==> src/hw/lbp_pkg.sv <==
// package for the breathing/blinking pwm block: register map, field layout, constants
// assumes a 32-bit avalon-mm slave with word-aligned registers
package lbp_pkg;
    // register byte offsets
    localparam logic [4:0] OFF_CFG   = 5'h00;
    localparam logic [4:0] OFF_LIM   = 5'h04;
    localparam logic [4:0] OFF_DLY   = 5'h08;
    localparam logic [4:0] OFF_STEP  = 5'h0C;
    localparam logic [4:0] OFF_INT   = 5'h10;
    localparam logic [4:0] OFF_STAT  = 5'h14;
    // configuration field positions
    localparam int CFG_CTRL_LO  = 0;
    localparam int CFG_CLKSRC   = 2;
    localparam int CFG_SYM      = 3;
    localparam int CFG_WID_LO   = 4;
    localparam int CFG_UPD      = 6;
    localparam int CFG_RST      = 7;
    localparam int CFG_WDT_LO   = 8;
    // limit and delay field positions
    localparam int LIM_MIN_LO   = 0;
    localparam int LIM_MAX_LO   = 8;
    localparam int DLY_LD_LO    = 0;
    localparam int DLY_HD_LO    = 12;
    // reset values
    localparam logic [7:0]  WDT_RELOAD_RST = 8'h14;
    localparam logic [31:0] ZERO32         = 32'h0000_0000;
    // counter wrap values for width select
    localparam logic [7:0] WRAP8 = 8'hFF;
    localparam logic [7:0] WRAP7 = 8'h7F;
    localparam logic [7:0] WRAP6 = 8'h3F;
    // width select codes
    localparam logic [1:0] WID8 = 2'h0;
    localparam logic [1:0] WID7 = 2'h1;
    // mode control encoding
    typedef enum logic [1:0] {
        LBP_OFF   = 2'b00,
        LBP_BREATH = 2'b01,
        LBP_BLINK = 2'b10,
        LBP_ON    = 2'b11
    } lbp_mode_t;
    // breathing ramp state
    typedef enum logic [1:0] {
        LBP_RISE  = 2'b00,
        LBP_HOLDH = 2'b01,
        LBP_FALL  = 2'b10,
        LBP_HOLDL = 2'b11
    } lbp_phase_t;
endpackage

==> src/hw/lbp_pwm.sv <==
// breathing / blinking pwm with watchdog, avalon-mm register slave
// assumes one clock, clk_32k_tick and tick_5hz are one-cycle enables synchronous to clk
//
// Functional notes
// - watchdog counts only in blinking mode on main clock source
// - watchdog is 8-bit down counter with 8-bit reload field in config
// - system reset loads watchdog with reload default 14h
// - config write or min-byte write reloads the watchdog counter
// - nonzero watchdog decrements once per 5 Hz tick
// - one-to-zero step pulses irq and sets mode to always-on only
// - timeout irq lasts exactly one clock cycle
// - without ticks watchdog holds, resumes from held value
// - reload zero disables watchdog; each count is 200 ms
// - breathing phase counter wraps at 255, 127 or 63 by width select
// - output high while phase counter below duty value
// - off or reset bit clears all counters except the watchdog, and the working registers
// - duty rises by segment step at segment update interval rate, holds at max for high hold
// - then falls by step, holds at min for low hold, repeats
// - symmetric segment index is duty bits 7:5, selecting 4-bit fields
// - asymmetric index is falling flag and duty bits 7:6
// - blinking delay counter reloads from prescale, zero clocks pwm counter
// - prescale zero passes input clock straight to pwm counter
// - blinking counter always 8-bit, frequency clock/(256*(ld+1))
// - duty zero fully off, mode always-on forces fully on
// - step, interval, max and hold ignored in blinking mode
// - blinking duty from min field, prescale from low-delay field
// - limit writes held, applied when pwm counter wraps to zero
//
// The implementer's own choices: register access over Avalon-MM and the placing of the registers.
`timescale 1ns/1ps
module lbp_pwm
    import lbp_pkg::*;
(
    input  wire logic        clk,
    input  wire logic        reset,
    input  wire logic        clk_32k_tick,
    input  wire logic        tick_5hz,
    input  wire logic [4:0]  avs_address,
    input  wire logic        avs_read,
    input  wire logic        avs_write,
    input  wire logic [31:0] avs_writedata,
    input  wire logic [3:0]  avs_byteenable,
    output logic [31:0]      avs_readdata,
    output logic             avs_waitrequest,
    output logic             pwm_out,
    output logic             pwm_watchdog_timeout_irq
);
    typedef struct packed {
        logic [31:0] cfg;
        logic [15:0] lim_hold;
        logic [15:0] lim;
        logic [23:0] dly_hold;
        logic [23:0] dly;
        logic [31:0] step_hold;
        logic [31:0] segment_step_sizes;
        logic [31:0] int_hold;
        logic [31:0] segment_update_intervals;
        logic [7:0]  pwm_phase_counter;
        logic [11:0] delay_cnt;
        logic [11:0] hold_cnt;
        logic [3:0]  int_cnt;
        logic [7:0]  duty;
        lbp_phase_t  phase;
        logic [7:0]  wdt_cnt;
        logic        irq;
        logic        out;
        logic        ack;
        logic [31:0] rdata;
    } lbp_state_t;

    lbp_state_t st;
    lbp_state_t next_st;

    // byte-lane merge for avalon writes
    function automatic logic [31:0] merge(input logic [31:0] old, input logic [31:0] wd, input logic [3:0] be);
        logic [31:0] r;
        r = old;
        for (int i = 0; i < 4; i++) begin
            if (be[i]) begin
                r[i*8 +: 8] = wd[i*8 +: 8];
            end
        end
        return r;
    endfunction

    // pick 4-bit field by segment index
    function automatic logic [3:0] seg_field(input logic [31:0] f, input logic [2:0] idx);
        return f[idx*4 +: 4];
    endfunction

    // general-purpose operation: blinking arrangement on the main clock
    function automatic logic gp_main(input logic [31:0] cfg);
        return (cfg[CFG_CTRL_LO +: 2] == LBP_BLINK) && cfg[CFG_CLKSRC];
    endfunction

    logic        wr_hit;
    logic        rd_hit;
    logic        wr_take;
    logic [31:0] lim_merged;
    logic [31:0] dly_merged;
    logic [1:0]  mode;
    logic [1:0]  wid;
    logic [7:0]  wrap;
    logic [7:0]  lim_min;
    logic [7:0]  lim_max;
    logic [11:0] ld;
    logic [11:0] hd;
    logic [2:0]  seg;
    logic        tick_in;
    logic        pwm_tick;
    logic        wrapping;
    logic [8:0]  sum;
    logic [8:0]  diff;

    // decoded fields of the live registers
    always_comb begin
        mode    = st.cfg[CFG_CTRL_LO +: 2];
        wid     = st.cfg[CFG_WID_LO +: 2];
        lim_min = st.lim[LIM_MIN_LO +: 8];
        lim_max = st.lim[LIM_MAX_LO +: 8];
        ld      = st.dly[DLY_LD_LO +: 12];
        hd      = st.dly[DLY_HD_LO +: 12];
        wr_hit  = avs_write && !st.ack;
        rd_hit  = avs_read && !st.ack;
        wr_take = avs_write && st.ack; // commit only on the edge where waitrequest is low
        // narrow holding registers merged at full width, cut on use
        lim_merged = merge({16'h0000, st.lim_hold}, avs_writedata, avs_byteenable);
        dly_merged = merge({8'h00, st.dly_hold}, avs_writedata, avs_byteenable);
        if (mode == LBP_BLINK) begin
            wrap = WRAP8;
        end else if (wid == WID8) begin
            wrap = WRAP8;
        end else if (wid == WID7) begin
            wrap = WRAP7;
        end else begin
            wrap = WRAP6;
        end
        if (st.cfg[CFG_SYM]) begin
            seg = st.duty[7:5];
        end else begin
            seg = {st.phase == LBP_FALL || st.phase == LBP_HOLDH, st.duty[7:6]};
        end
        // main clock or 32k tick feeds the prescaler
        tick_in  = gp_main(st.cfg) ? 1'b1 : clk_32k_tick;
        pwm_tick = tick_in && (st.delay_cnt == 12'h000);
        wrapping = pwm_tick && (st.pwm_phase_counter == wrap);
        sum  = {1'b0, st.duty} + {5'h00, seg_field(st.segment_step_sizes, seg)};
        diff = {1'b0, st.duty} - {5'h00, seg_field(st.segment_step_sizes, seg)};
    end

    // next-state logic
    always_comb begin
        next_st = st;
        next_st.irq = 1'b0;
        next_st.ack = 1'b0;
        // avalon slave: one wait cycle, ack on second
        if (wr_hit || rd_hit) begin
            next_st.ack = 1'b1;
        end
        if (rd_hit) begin
            case (avs_address)
                OFF_CFG:  next_st.rdata = st.cfg;
                OFF_LIM:  next_st.rdata = {16'h0000, st.lim_hold};
                OFF_DLY:  next_st.rdata = {8'h00, st.dly_hold};
                OFF_STEP: next_st.rdata = st.step_hold;
                OFF_INT:  next_st.rdata = st.int_hold;
                OFF_STAT: next_st.rdata = {st.wdt_cnt, st.duty, st.pwm_phase_counter, 6'h00, st.phase};
                default:  next_st.rdata = ZERO32;
            endcase
        end
        // counters and duty machine
        if (pwm_tick) begin
            next_st.pwm_phase_counter = wrapping ? 8'h00 : st.pwm_phase_counter + 8'h01;
        end
        if (tick_in) begin
            next_st.delay_cnt = (st.delay_cnt == 12'h000) ? ld : st.delay_cnt - 12'h001;
        end
        if (mode == LBP_BLINK) begin
            next_st.duty = lim_min;
        end else if (mode == LBP_BREATH && wrapping) begin
            // breathing: one ramp decision per period
            case (st.phase)
                LBP_RISE: begin
                    if (st.int_cnt >= seg_field(st.segment_update_intervals, seg)) begin
                        next_st.int_cnt = 4'h0;
                        if (sum >= {1'b0, lim_max}) begin
                            next_st.duty  = lim_max;
                            next_st.phase = LBP_HOLDH;
                        end else begin
                            next_st.duty = sum[7:0];
                        end
                    end else begin
                        next_st.int_cnt = st.int_cnt + 4'h1;
                    end
                end
                LBP_HOLDH: begin
                    if (st.hold_cnt >= hd) begin
                        next_st.hold_cnt = 12'h000;
                        next_st.phase    = LBP_FALL;
                    end else begin
                        next_st.hold_cnt = st.hold_cnt + 12'h001;
                    end
                end
                LBP_FALL: begin
                    if (st.int_cnt >= seg_field(st.segment_update_intervals, seg)) begin
                        next_st.int_cnt = 4'h0;
                        if (diff[8] || diff[7:0] <= lim_min) begin
                            next_st.duty  = lim_min;
                            next_st.phase = LBP_HOLDL;
                        end else begin
                            next_st.duty = diff[7:0];
                        end
                    end else begin
                        next_st.int_cnt = st.int_cnt + 4'h1;
                    end
                end
                LBP_HOLDL: begin
                    if (st.hold_cnt >= ld) begin
                        next_st.hold_cnt = 12'h000;
                        next_st.phase    = LBP_RISE;
                    end else begin
                        next_st.hold_cnt = st.hold_cnt + 12'h001;
                    end
                end
                default: next_st.phase = LBP_RISE;
            endcase
        end
        // limit holding register copied at period end, the other holding registers only when the update bit is set
        if (wrapping) begin
            next_st.lim = st.lim_hold;
            if (st.cfg[CFG_UPD]) begin
                next_st.dly                      = st.dly_hold;
                next_st.segment_step_sizes       = st.step_hold;
                next_st.segment_update_intervals = st.int_hold;
            end
        end
        // watchdog
        if (gp_main(st.cfg) && tick_5hz && st.wdt_cnt != 8'h00) begin
            next_st.wdt_cnt = st.wdt_cnt - 8'h01;
            if (st.wdt_cnt == 8'h01) begin
                next_st.irq                   = 1'b1;
                next_st.cfg[CFG_CTRL_LO +: 2] = LBP_ON;
            end
        end
        // register writes, taken when the answer is given
        if (wr_take) begin
            case (avs_address)
                OFF_CFG: begin
                    next_st.cfg     = merge(st.cfg, avs_writedata, avs_byteenable);
                    next_st.wdt_cnt = next_st.cfg[CFG_WDT_LO +: 8];
                end
                OFF_LIM: begin
                    next_st.lim_hold = lim_merged[15:0];
                    if (avs_byteenable[0]) begin
                        next_st.wdt_cnt = st.cfg[CFG_WDT_LO +: 8];
                    end
                end
                OFF_DLY:  next_st.dly_hold  = dly_merged[23:0];
                OFF_STEP: next_st.step_hold = merge(st.step_hold, avs_writedata, avs_byteenable);
                OFF_INT:  next_st.int_hold  = merge(st.int_hold, avs_writedata, avs_byteenable);
                default: ;
            endcase
        end
        // off or reset bit clears working state
        if (next_st.cfg[CFG_CTRL_LO +: 2] == LBP_OFF || next_st.cfg[CFG_RST]) begin
            next_st.pwm_phase_counter        = 8'h00;
            next_st.delay_cnt                = 12'h000;
            next_st.hold_cnt                 = 12'h000;
            next_st.int_cnt                  = 4'h0;
            next_st.duty                     = 8'h00;
            next_st.phase                    = LBP_RISE;
            next_st.lim                      = 16'h0000;
            next_st.dly                      = 24'h000000;
            next_st.segment_step_sizes       = ZERO32;
            next_st.segment_update_intervals = ZERO32;
            next_st.cfg[CFG_RST]             = 1'b0;
        end
        // output drive
        case (lbp_mode_t'(next_st.cfg[CFG_CTRL_LO +: 2]))
            LBP_OFF: next_st.out = 1'b0;
            LBP_ON:  next_st.out = 1'b1;
            default: next_st.out = next_st.pwm_phase_counter < next_st.duty;
        endcase
    end

    // state register
    always_ff @(posedge clk) begin
        if (reset) begin
            st         <= '0;
            st.cfg     <= {16'h0000, WDT_RELOAD_RST, 8'h00};
            st.wdt_cnt <= WDT_RELOAD_RST;
        end else begin
            st <= next_st;
        end
    end

    assign avs_readdata             = st.rdata;
    assign avs_waitrequest          = !st.ack;
    assign pwm_out                  = st.out;
    assign pwm_watchdog_timeout_irq = st.irq;
endmodule

==> config.mk <==
export PLATFORM = sky130hd
export DESIGN_NAME = lbp_pwm
export DESIGN_NICKNAME = d
export VERILOG_FILES = /design/src/hw/lbp_pkg.sv /design/src/hw/lbp_pwm.sv
export SDC_FILE = /design/constraint.sdc
export NUM_CORES = 1
export LEC_CHECK = 0
export BUFFER_PORTS_ARGS = -buffer_cell sky130_fd_sc_hd__buf_4
export CORE_ASPECT_RATIO = 2
export CORE_UTILIZATION = 56
export DETAILED_ROUTE_END_ITERATION = 8
export PLACE_DENSITY = 0.77
export RECOVER_POWER = 50
export SLEW_MARGIN = 25
export SYNTH_ARGS = -nofsm -noshare
export SYNTH_HDL_FRONTEND = slang
export SYNTH_SLANG_ARGS = --single-unit
==> constraint.sdc <==
create_clock -name clk -period 6.1 [get_ports clk]
set_clock_uncertainty 0.2 [all_clocks]
set_input_delay 0 -clock clk [delete_from_list [all_inputs] [get_ports clk]]
set_output_delay 0 -clock clk [all_outputs]
set_load 0.01 [all_outputs]
==> key figures, run 1 <==
Die
  • Ports: between 80 and 90
  • DIE HEIGHT: 245 um
  • Starting density of the core: approximately 57%
  • Rows: 88
  • Core area: 0.0290 mm2
  • Die area: 0.0302 mm2
  • Chip width: around 120 um

Synth
  • Mapped Cells: ~2000
  • Most frequent cell after synthesis: nand2_1
  • Post-Syn Area: 0.0165 mm2
  • Cell accounting for the most synthesized area: dfxtp_1
  • Synth area leaders: dfxtp_1, mux2i_1, nand2_1
  • Library cells used by synthesis: 77
  • Sequential-to-total area share from yosys stat: 39.9%
  • Ys async rst share: 0%
  • Mapped Nets: 2098
  • Most frequent cells after synthesis: nand2_1, dfxtp_1, nor2_1
  • Top_reg_cell synth: dfxtp_1
  • Yosys top cell area share: 39.9%
  • YS warnings: 0
  • Mean Syn Cell Area: 8.36 um2
  • Yosys reg bits: 329
  • EDFF count, synth: 0

Status
  • Outcome: finished with violations
  • Failing checks: DRC, capacitance limit, slew limit

Placed design
  • Routability congestion estimate: 0.985
  • Placed wire-length estimate: 41000 um
  • Placed Cells: roughly 2300
  • Port buffer count: 81

Global route
  • First-pass GRT wire length: 87100 um
  • Initial antenna violation count: 0
  • Total track usage: 38.7%
  • Vias in the first global route: 15300
  • Largest net degree at the start of global routing: 100
  • Remaining Overflow, GRT: 0

Drt
  • DR WL met2: about 28000 um
  • Wire per inst: 23.6 um
  • Met1 wire length: 18700 um
  • Drt pass-1 iters: 7
  • Antenna Nets Post-Route: 0
  • Vias: 15500
  • Final wirelength: 57400 um
  • DRT iter0 DRCs: 1223
  • Vias/cell: 6.37
  • DR DRC count: 2
  • DR top layer: met4
  • Routed wl met3: about 3600 um

STA
  • Fin crit period: 5800 ps
  • Final Hold Fails: 0
  • RSZ-0062 raised after global routing: false
  • Final period util: 95.1%
  • Slew Limit Fails: 282
  • Max_slew headroom: -153%
  • Worst slew pin tran: 3790 ps
  • Fin Setup TNS: 0 ps
  • Highest clock rate: 172 MHz
  • Final setup viols: 0

Setup path
  • Bufs and invs on worst path: 3
  • Delay-heaviest family, CP: compound AO/OA/AOI/OAI gates
  • Critical path class: reg2reg
  • CP endpoint kind: flip-flop
  • Crit-path slowest cell: mux4_2
  • Arrival time worst endpoint: roughly 6100 ps
  • Worst Path Max Fanout: 8
  • CP required: 6380 ps
  • Max incr delay on CP: 500 ps
  • Worst setup SP type: flip-flop
  • Crit path top cell by count: ha_1

Finish
  • Post-route core utilization: 64.8%
  • Layout Nets: between 2000 and 2500
  • Layout cells sized above 1: under 10%
  • Area delta synth->final: 13.5%
  • Non-filler cells, final: 2431

Clocking
  • Root Driver: clkbuf_16
  • Clk buf depth: 3
  • Clk sinks: 329
  • Clk Latency, worst-skew pair: 590 ps
  • Reg clk slew, reported paths: approximately 70 ps
  • CTS H-tree lvls: 1
  • CTS tree: done
  • CTS Buf Count: 29

Pwr
  • Cell area power density: 228 mW/mm2
  • Worst vdd ir: 0.249 mV
  • Leakage dissipation: 6.78 nW

Run
  • Max Cap Viol: 6

Min path
  • Hold WC Path Type: in2reg
cells in the final DEF, fill, tap and decap left out, types with 8 or more instances in the layout:
master / instances
a31oi_1: 12
buf_4: 75
a22oi_1: 68
nor2b_1: 8
mux2i_1: 135
mux2_2: 15
nand2b_1: 14
mux4_2: 16
or3_1: 10
clkbuf_1: 48
nor3_1: 24
nand4_1: 12
xnor2_1: 12
a22o_1: 20
nor2_1: 234
and2_1: 8
o22ai_1: 16
a21o_1: 9
dfxtp_1: 326
dlygate4sd3_1: 62
ha_1: 73
clkbuf_16: 29
o21ai_0: 32
a211oi_1: 13
nand3_1: 51
nand2_1: 330
inv_1: 66
xor2_1: 13
a21oi_1: 189
worst paths after layout:
kind / start / to / slack, ps / cells past startpoint
setup / recovery: st[300]$_SDFFE_PP0P_ / pwm_out$_SDFF_PP0_ / 300 / 25
hold / removal: avs_writedata[25] / st[210]$_SDFFE_PP0P_ / 20 / 4
setup reg to reg: st[300]$_SDFFE_PP0P_ / pwm_out$_SDFF_PP0_ / 300 / 25
hold reg to reg: lim_max[6]$_SDFFE_PP0P_ / lim_max[6]$_SDFFE_PP0P_ / 260 / 2
metrics by stage:
step / hold slack [ps] / setup slack (ps) / area, um2 / power [mW]
2_1_floorplan: -67.2 / 53.1 / 16600 / 2.27
3_3_place_gp: 48.5 / 118 / 17200 / 2.34
3_5_place_dp: 62.9 / 8.58 / 17200 / 2.34
4_1_cts: 3.49 / 110 / 18800 / 4.29
5_1_grt: 36.2 / 33.0 / 18800 / 4.37
6_report: 17.5 / 300 / 18800 / 4.28
kinds of logic after synthesis:
kind of cell | synth area share (%)
adders and majority gates | 5.77
buffers and inverters | 5.63
xor gates and xnor gates | 1.38
other | 0.0227
and+or+nand+nor | 19.3
muxes | 11.6
DFF | 39.9
AOI/OAI and AO/OA | 16.5
sequential cells by signal (all words and copies together) (netlist names):
name	cells
lim_min	8
pwm_out	1
pwm_watchdog_timeout_irq	1
avs_readdata	32
ld	12
mode	2
hd	12
lim_max	8
st	253
final cells by class:
type                            count  area (um2)
Antenna cell                        1        2.50
Clock buffer                       43         848
Clock inverter                     11         151
Fill cell                        2441       10200
Inverter                           66         248
Multi-Input combinational cell   1438        9060
Sequential cell                   329        6590
Tap cell                          360         450
Timing Repair Buffer              183        1410
tightest hold or removal path, stage by stage:
cell,delay (ps)
dlygate4sd3_1,530
buf_4,120
mux2i_1,60
nor2_1,70
report_power, final:
part,switching [mW],internal (mW)
Sequential,0.00424,2.15
Combinational,0.105,0.0588
Clock,0.869,1.10
Total,0.978,3.31
layer usage:
metal	GRT usage (%)	up-vias
met1	38.3	7362
met4	39.8	0
met3	5.97	299
met2	65.5	807
met5	0	-
li1	-	7015
timing repair:
action,CTS,global route
pin swaps,0,4
setup buffers,1,9
endpoints found under the setup margin,1,1
gates resized for setup,0,15
hold buffers,61,1
gates cloned,0,0
endpoints found under the hold margin,197,2
Note: power is estimated with default switching activity, not from simulation.
==> run 2: changes to the inputs <==
MAX_ROUTING_LAYER = met4   (was default)
==> run 2 against run 1 <==
Compared with the run above:
- the run ends with capacitance limit, slew limit left
- sequential share of layout area down 0.093 points
- register-to-register slack worse by 30 ps
- first-iteration DRC count up 15%
- critical path depth down 2
- largest cell class unchanged
- flip-flop and latch count unchanged
- clock power about the same
- hold slack worse by 8.3 ps
- critical path type unchanged
- maximum frequency down 0.53%
==> key figures, run 2 (synthesis gave the netlist of run 1 again) <==
Status
  • Outcome: finished with violations
  • Failing checks: capacitance limit, slew limit

Die
  • Core area: 0.0290 mm2 (unchanged)
  • Ports: 82 (unchanged)
  • Starting density of the core: 57.1% (unchanged)
  • Chip width: 123 um (unchanged)
  • Rows: 88 (unchanged)
  • Die area: 0.0302 mm2 (unchanged)
  • DIE HEIGHT: 245 um (unchanged)

Global route
  • Total track usage: 39.9% (+1.2 points)
  • Remaining Overflow, GRT: 0 (unchanged)
  • Largest net degree at the start of global routing: 95 (-5.0%)
  • First-pass GRT wire length: 86900 um (-0.25%)
  • Vias in the first global route: 15300 (-0.091%)
  • Initial antenna violation count: 0 (unchanged)

Placed design
  • DP Area: 0.0172 mm2 (about the same)
  • Placed wire-length estimate: 41700 um (+1.7%)
  • Port buffer count: 81 (unchanged)
  • Dpl ws: 165 ps (+156 ps)
  • Placed Cells: 2303 (-0.043%)
  • Routability congestion estimate: 1.03 (+5.1%)

Finish
  • Reg with most FFs: st
  • Most frequent cells in the layout: nand2_1, dfxtp_1, nor2_1, a21oi_1, mux2i_1
  • Post-route core utilization: 64.9% (+0.15 points)
  • Leading cell type in the layout, fill and taps excluded: nand2_1
  • Final Cell Area: 0.0188 mm2 (+0.23%)
  • Area delta synth->final: 13.8%
  • Diode count: 0 (-1)
  • Max reg flops: 253 (unchanged)
  • Layout Nets: 2172 (+0.14%)
  • Non-filler cells, final: 2434 (+0.12%)
  • Layout cells sized above 1: 9.26% (+0.030 points)
  • Fill cells: 2424 (-0.70%)

Pwr
  • Net Sw Power: 1.01 mW (+2.9%)
  • Pint: 3.27 mW (-1.2%)
  • Clock Power Share: 45.7% (-0.2 points)
  • Sw Share: 23.6% (+0.72 points)
  • Leakage dissipation: 6.79 nW (+0.19%)
  • Tot Pwr: 4.27 mW (-0.22%)
  • Cell area power density: 227 mW/mm2 (-0.45%)
  • Combinational power share: 3.9% (about the same)
  • Sequential Power Share: 50.4% (about the same)
  • Worst vdd ir: 0.240 mV (-3.5%)

STA
  • Highest clock rate: 172 MHz (-0.53%)
  • Final Hold Fails: 0 (unchanged)
  • Min Hold Slack: 9.21 ps (-8.29 ps)
  • RSZ-0062 raised after global routing: false
  • Worst slew pin tran: 4110 ps (+327 ps)
  • Final setup viols: 0 (unchanged)
  • Final period util: 95.6% (+0.50 points)
  • Fin crit period: 5830 ps (+30.7 ps)
  • Fin Setup TNS: 0 ps (unchanged)
  • Slew Limit Fails: 293 (+3.9%)
  • Final setup margin: 270 ps (-30.7 ps)
  • Max_slew headroom: -174% (-22 points)

Clocking
  • CTS tree: done
  • Root Driver: clkbuf_16
  • CTS H-tree lvls: 1 (unchanged)
  • Clk Latency, worst-skew pair: 610 ps (+20 ps)
  • Reg clk slew, reported paths: 70 ps (about the same)
  • Clk sinks: 329 (unchanged)
  • CTS Buf Count: 30 (+3.4%)
  • Clk buf depth: 3 (unchanged)

Setup path
  • Critical path class: reg2reg
  • R2r setup slk: 270 ps (-30 ps)
  • CP required: 6420 ps (+40 ps)
  • Critical R2R Launch: st[300]$_SDFFE_PP0P_
  • CP endpoint kind: flip-flop
  • RR Endpoint: pwm_out$_SDFF_PP0_
  • Arrival time worst endpoint: 6150 ps (+70 ps)
  • Worst Path Max Fanout: 7 (-1)
  • Worst setup SP type: flip-flop
  • FF-to-FF path depth: 23 (-8.0%)

Drt
  • Drt pass-1 iters: 8 (+1)
  • Final wirelength: 58400 um (+1.8%)
  • Antenna Nets Post-Route: 0 (unchanged)
  • DRT iter0 DRCs: 1402 (+15%)
  • DR DRC count: 0 (-2)
  • Wire per inst: 24.0 um (+1.7%)
  • Vias: 15500 (+0.039%)
  • Vias/cell: 6.36 (about the same)

Run
  • Max Cap Viol: 5 (-1)

Min path
  • Worst Min Path Start: avs_writedata[24]
  • Hold WC Path Type: in2reg
  • Hold Crit Depth: 4 (unchanged)
  • Hold path endpoint: st[209]$_SDFFE_PP0P_
-- run 2: cell count changes in the layout (fill, tap and decap cells not counted), moves of 2 or more --
cell,delta
clkbuf_1,-3
buf_6,+2
bufinv_16,-2
inv_6,+2
buf_4,-5
dlygate4sd3_1,+5
clkinv_2,+3
-- run 2: critical path, stage by stage, from the launching register on --
cell,delay (ps)
dfxtp_2,360
mux2i_4,290
buf_12,160
mux4_2,490
mux2_2,310
ha_1,220
fa_1,410
o21ba_2,210
nor2_1,200
nor4_1,90
xor2_1,190
ha_1,320
nand4_1,130
a21o_1,240
a211oi_4,320
mux2i_1,240
o32a_1,170
and2_1,150
ha_1,250
a21o_1,190
a21oi_1,160
o221a_2,210
o2111ai_1,100
o21ai_0,170
-- run 2: how the worst max path moves through the flow --
stage | startpoint | endpoint | slack [ps] | depth (start not counted)
finish | st[300]$_SDFFE_PP0P_ | pwm_out$_SDFF_PP0_ | 270 | 23
global route | st[300]$_SDFFE_PP0P_ | pwm_out$_SDFF_PP0_ | 10 | 23
CTS | st[300]$_SDFFE_PP0P_ | pwm_out$_SDFF_PP0_ | 140 | 26
detailed placement | st[300]$_SDFFE_PP0P_ | pwm_out$_SDFF_PP0_ | 160 | 26
global placement | st[300]$_SDFFE_PP0P_ | pwm_out$_SDFF_PP0_ | 260 | 26
floorplan | st[300]$_SDFFE_PP0P_ | pwm_out$_SDFF_PP0_ | 50 | 26
-- run 2: power by group through the flow --
stage / combinational, mW / sequential (mW) / clock, mW
3_5_place_dp: 0.138 / 2.20 / 0
6_report: 0.168 / 2.15 / 1.95
3_3_place_gp: 0.136 / 2.20 / 0
2_1_floorplan: 0.0697 / 2.20 / 0
5_1_grt: 0.174 / 2.15 / 2.04
4_1_cts: 0.164 / 2.15 / 1.96
-- run 2: repair_timing --
item | 4_1_cts | 5_1_grt
hold buffers | 67 | 0
hold endpoints to repair | 196 | 0
gates resized for setup | 0 | 14
setup buffers | 0 | 8
endpoints found under the setup margin | 0 | 1
-- run 2: final cells by class --
cell class	count	area (um2)	share of cell area, %
clock buffer	42	876	4.66
timing repair buffer	185	1440	7.66
inverter	66	248	1.32
tap	360	450	2.40
sequential	329	6590	35.1
multi-input combinational	1438	9060	48.2
clock inverter	14	135	0.719
-- run 2: per-layer routing --
| layer | GRT usage [%] | vias up | wire length [um] |
|---|---|---|---|
| met5 | - | - | 0 |
| met4 | 40.4 | 0 | 7190 |
| met3 | 5.90 | 325 | 3590 |
| met2 | 66.0 | 776 | 28700 |
| met1 | 37.8 | 7365 | 19000 |
| li1 | - | 7023 | - |
==> run 3: changes to the inputs <==
CORE_UTILIZATION = 62   (was 56)
PLACE_DENSITY = 0.8   (was 0.77)
clock period = 6.45 ns   (was 6.1 ns; I/O delays follow)
==> run 3 against run 2 <==
Compared with the run above:
- the flow still finishes with violations (capacitance limit, slew limit)
- core utilization is 5.9 points higher
- global-route usage is 2.9 points higher
- die area is 9.6% lower
- non-clock buffer count is 20 lower
- largest power group unchanged
- clock power is 4% lower
==> key figures, run 3 (synthesis gave the netlist of run 1 again) <==
Status
  • Outcome: finished with violations
  • Failing checks: capacitance limit, slew limit

STA
  • Final Hold Fails: 0 (unchanged)
  • Slew Limit Fails: 220 (-25%)
  • Final setup viols: 0 (unchanged)
  • Worst slew pin tran: 3240 ps (-875 ps)
  • RSZ-0062 raised after global routing: false
  • Min Hold Slack: 40.0 ps (+30.8 ps)
  • Fin Setup TNS: 0 ps (unchanged)
  • Final period util: 94.6% (-0.94 points)
  • Fin crit period: 6100 ps (+274 ps)
  • Highest clock rate: 164 MHz (-4.5%)
  • Final setup margin: 346 ps (+76.2 ps)
  • Max_slew headroom: -116% (+58 points)

Placed design
  • DP Area: 0.0171 mm2 (-0.52%)
  • Port buffer count: 81 (unchanged)
  • Dpl ws: 217 ps (+51.9 ps)
  • Placed Cells: 2281 (-0.96%)
  • Routability congestion estimate: 1.06 (+2.3%)
  • Placed wire-length estimate: 40700 um (-2.4%)

Pwr
  • Leakage dissipation: 6.69 nW (-1.4%)
  • Tot Pwr: 4.06 mW (-4.9%)
  • Worst vdd ir: 0.262 mV (+8.8%)
  • Cell area power density: 218 mW/mm2 (-3.9%)

Finish
  • Most frequent cells in the layout: nand2_1, dfxtp_1, nor2_1, a21oi_1, mux2i_1
  • Reg with most FFs: st
  • Post-route core utilization: 70.8% (+5.9 points)
  • Non-filler cells, final: 2395 (-1.6%)
  • Fill cells: 2093 (-14%)
  • Area delta synth->final: 12.6%
  • Final Cell Area: 0.0186 mm2 (-1.1%)
  • Register area: 0.00659 mm2 (about the same)
  • Multi-input gate area in the final layout: 0.00907 mm2 (+0.12%)
  • Leading cell type in the layout, fill and taps excluded: nand2_1
  • Layout cells sized above 1: 8.29% (-0.96 points)
  • Layout Nets: 2151 (-0.97%)
  • Max reg flops: 253 (unchanged)

Die
  • Ports: 82 (unchanged)
  • Die area: 0.0273 mm2 (-9.6%)
  • DIE HEIGHT: 233 um (-4.9%)
  • Starting density of the core: 62.9% (+5.8 points)
  • Chip width: 117 um (-4.9%)
  • Rows: 84 (-4.5%)
  • Core area: 0.0263 mm2 (-9.3%)

Min path
  • Hold WC Path Type: in2reg

Setup path
  • Arrival time worst endpoint: 6400 ps (+250 ps)
  • Worst setup SP type: flip-flop
  • Critical path class: reg2reg
  • CP required: 6740 ps (+320 ps)
  • Worst Path Max Fanout: 16 (+9)
  • CP endpoint kind: flip-flop

Drt
  • Final wirelength: 57000 um (-2.4%)
  • Drt pass-1 iters: 6 (-2)
  • Vias: 15300 (-1.1%)
  • DRT iter0 DRCs: 1604 (+14%)
  • DR DRC count: 0 (unchanged)
  • Antenna Nets Post-Route: 0 (unchanged)
  • Wire per inst: 23.8 um (-0.81%)
  • Vias/cell: 6.40 (+0.52%)

Global route
  • Total track usage: 42.8% (+2.9 points)
  • Remaining Overflow, GRT: 0 (unchanged)
  • Largest net degree at the start of global routing: 115 (+21%)
  • First-pass GRT wire length: 86300 um (-0.64%)
  • Initial antenna violation count: 1 (+1)
  • Vias in the first global route: 14900 (-2.6%)

Clocking
  • CTS H-tree lvls: 1 (unchanged)
  • CTS Buf Count: 29 (-3.3%)
  • CTS tree: done
  • Clk Latency, worst-skew pair: 580 ps (-30 ps)
  • Root Driver: clkbuf_16
  • Clk sinks: 329 (unchanged)
  • Clk buf depth: 3 (unchanged)
  • Reg clk slew, reported paths: 70 ps (about the same)

Run
  • Max Cap Viol: 3 (-2)
==> run 3: where the power goes <==
| part | switching, mW | internal [mW] |
|---|---|---|
| sequential | 0.00406 | 2.03 |
| clock | 0.800 | 1.07 |
| combinational | 0.100 | 0.0576 |
| total | 0.904 | 3.16 |
==> run 3: layout make-up <==
type	instances	share of cell area [%]
Multi-Input combinational cell	1438	48.8
Sequential cell	329	35.4
Timing Repair Buffer	165	6.75
Clock buffer	41	4.52
Tap cell	344	2.31
Inverter	66	1.33
Clock inverter	11	0.888
Antenna cell	1	0.0135
==> run 3: path summary, 6_finish.rpt <==
path | startpoint | endpoint | slack (ps) | cells after the start
min | avs_writedata[24] | st[321]$_SDFFE_PP0P_ | 40 | 4
max | st[300]$_SDFFE_PP0P_ | pwm_out$_SDFF_PP0_ | 350 | 25
max reg2reg | st[300]$_SDFFE_PP0P_ | pwm_out$_SDFF_PP0_ | 350 | 25
min reg2reg | st[105]$_SDFFE_PP0P_ | st[105]$_SDFFE_PP0P_ | 260 | 2
==> run 3: worst max-delay path: stages (launching register included) <==
cell	delay, ps
dfxtp_2	440
mux2i_4	310
buf_12	210
mux4_2	520
mux2_2	310
ha_1	220
inv_1	70
fa_1	210
nand2b_1	160
a21oi_2	80
and3_1	200
xor2_1	220
ha_1	290
o21ai_0	210
nor2_1	80
or3_1	350
nor2_1	180
nor2_1	60
o32a_1	380
and2_1	180
ha_1	310
a21o_1	180
a21oi_1	180
o221a_2	220
o2111ai_1	100
o21ai_0	150
==> run 3: layer usage <==
layer  global-route usage [%]  vias up  routed length, um  share of wire (%)
met5                        -        -                  0                  0
met4                     41.2        0               6400                 11
met3                     7.70      291               3570                6.3
met2                     72.1      746              28000                 49
met1                     41.2     7300              19100                 33
li1                         -     6983                  -                  -
==> run 3: what timing repair did <==
| action | 4_1_cts | 5_1_grt |
|---|---|---|
| endpoints found under the hold margin | 197 | 0 |
| hold buffers | 61 | 0 |
| endpoints found under the setup margin | 0 | 1 |
| buffers inserted | 0 | 0 |
| resized for setup | 0 | 7 |
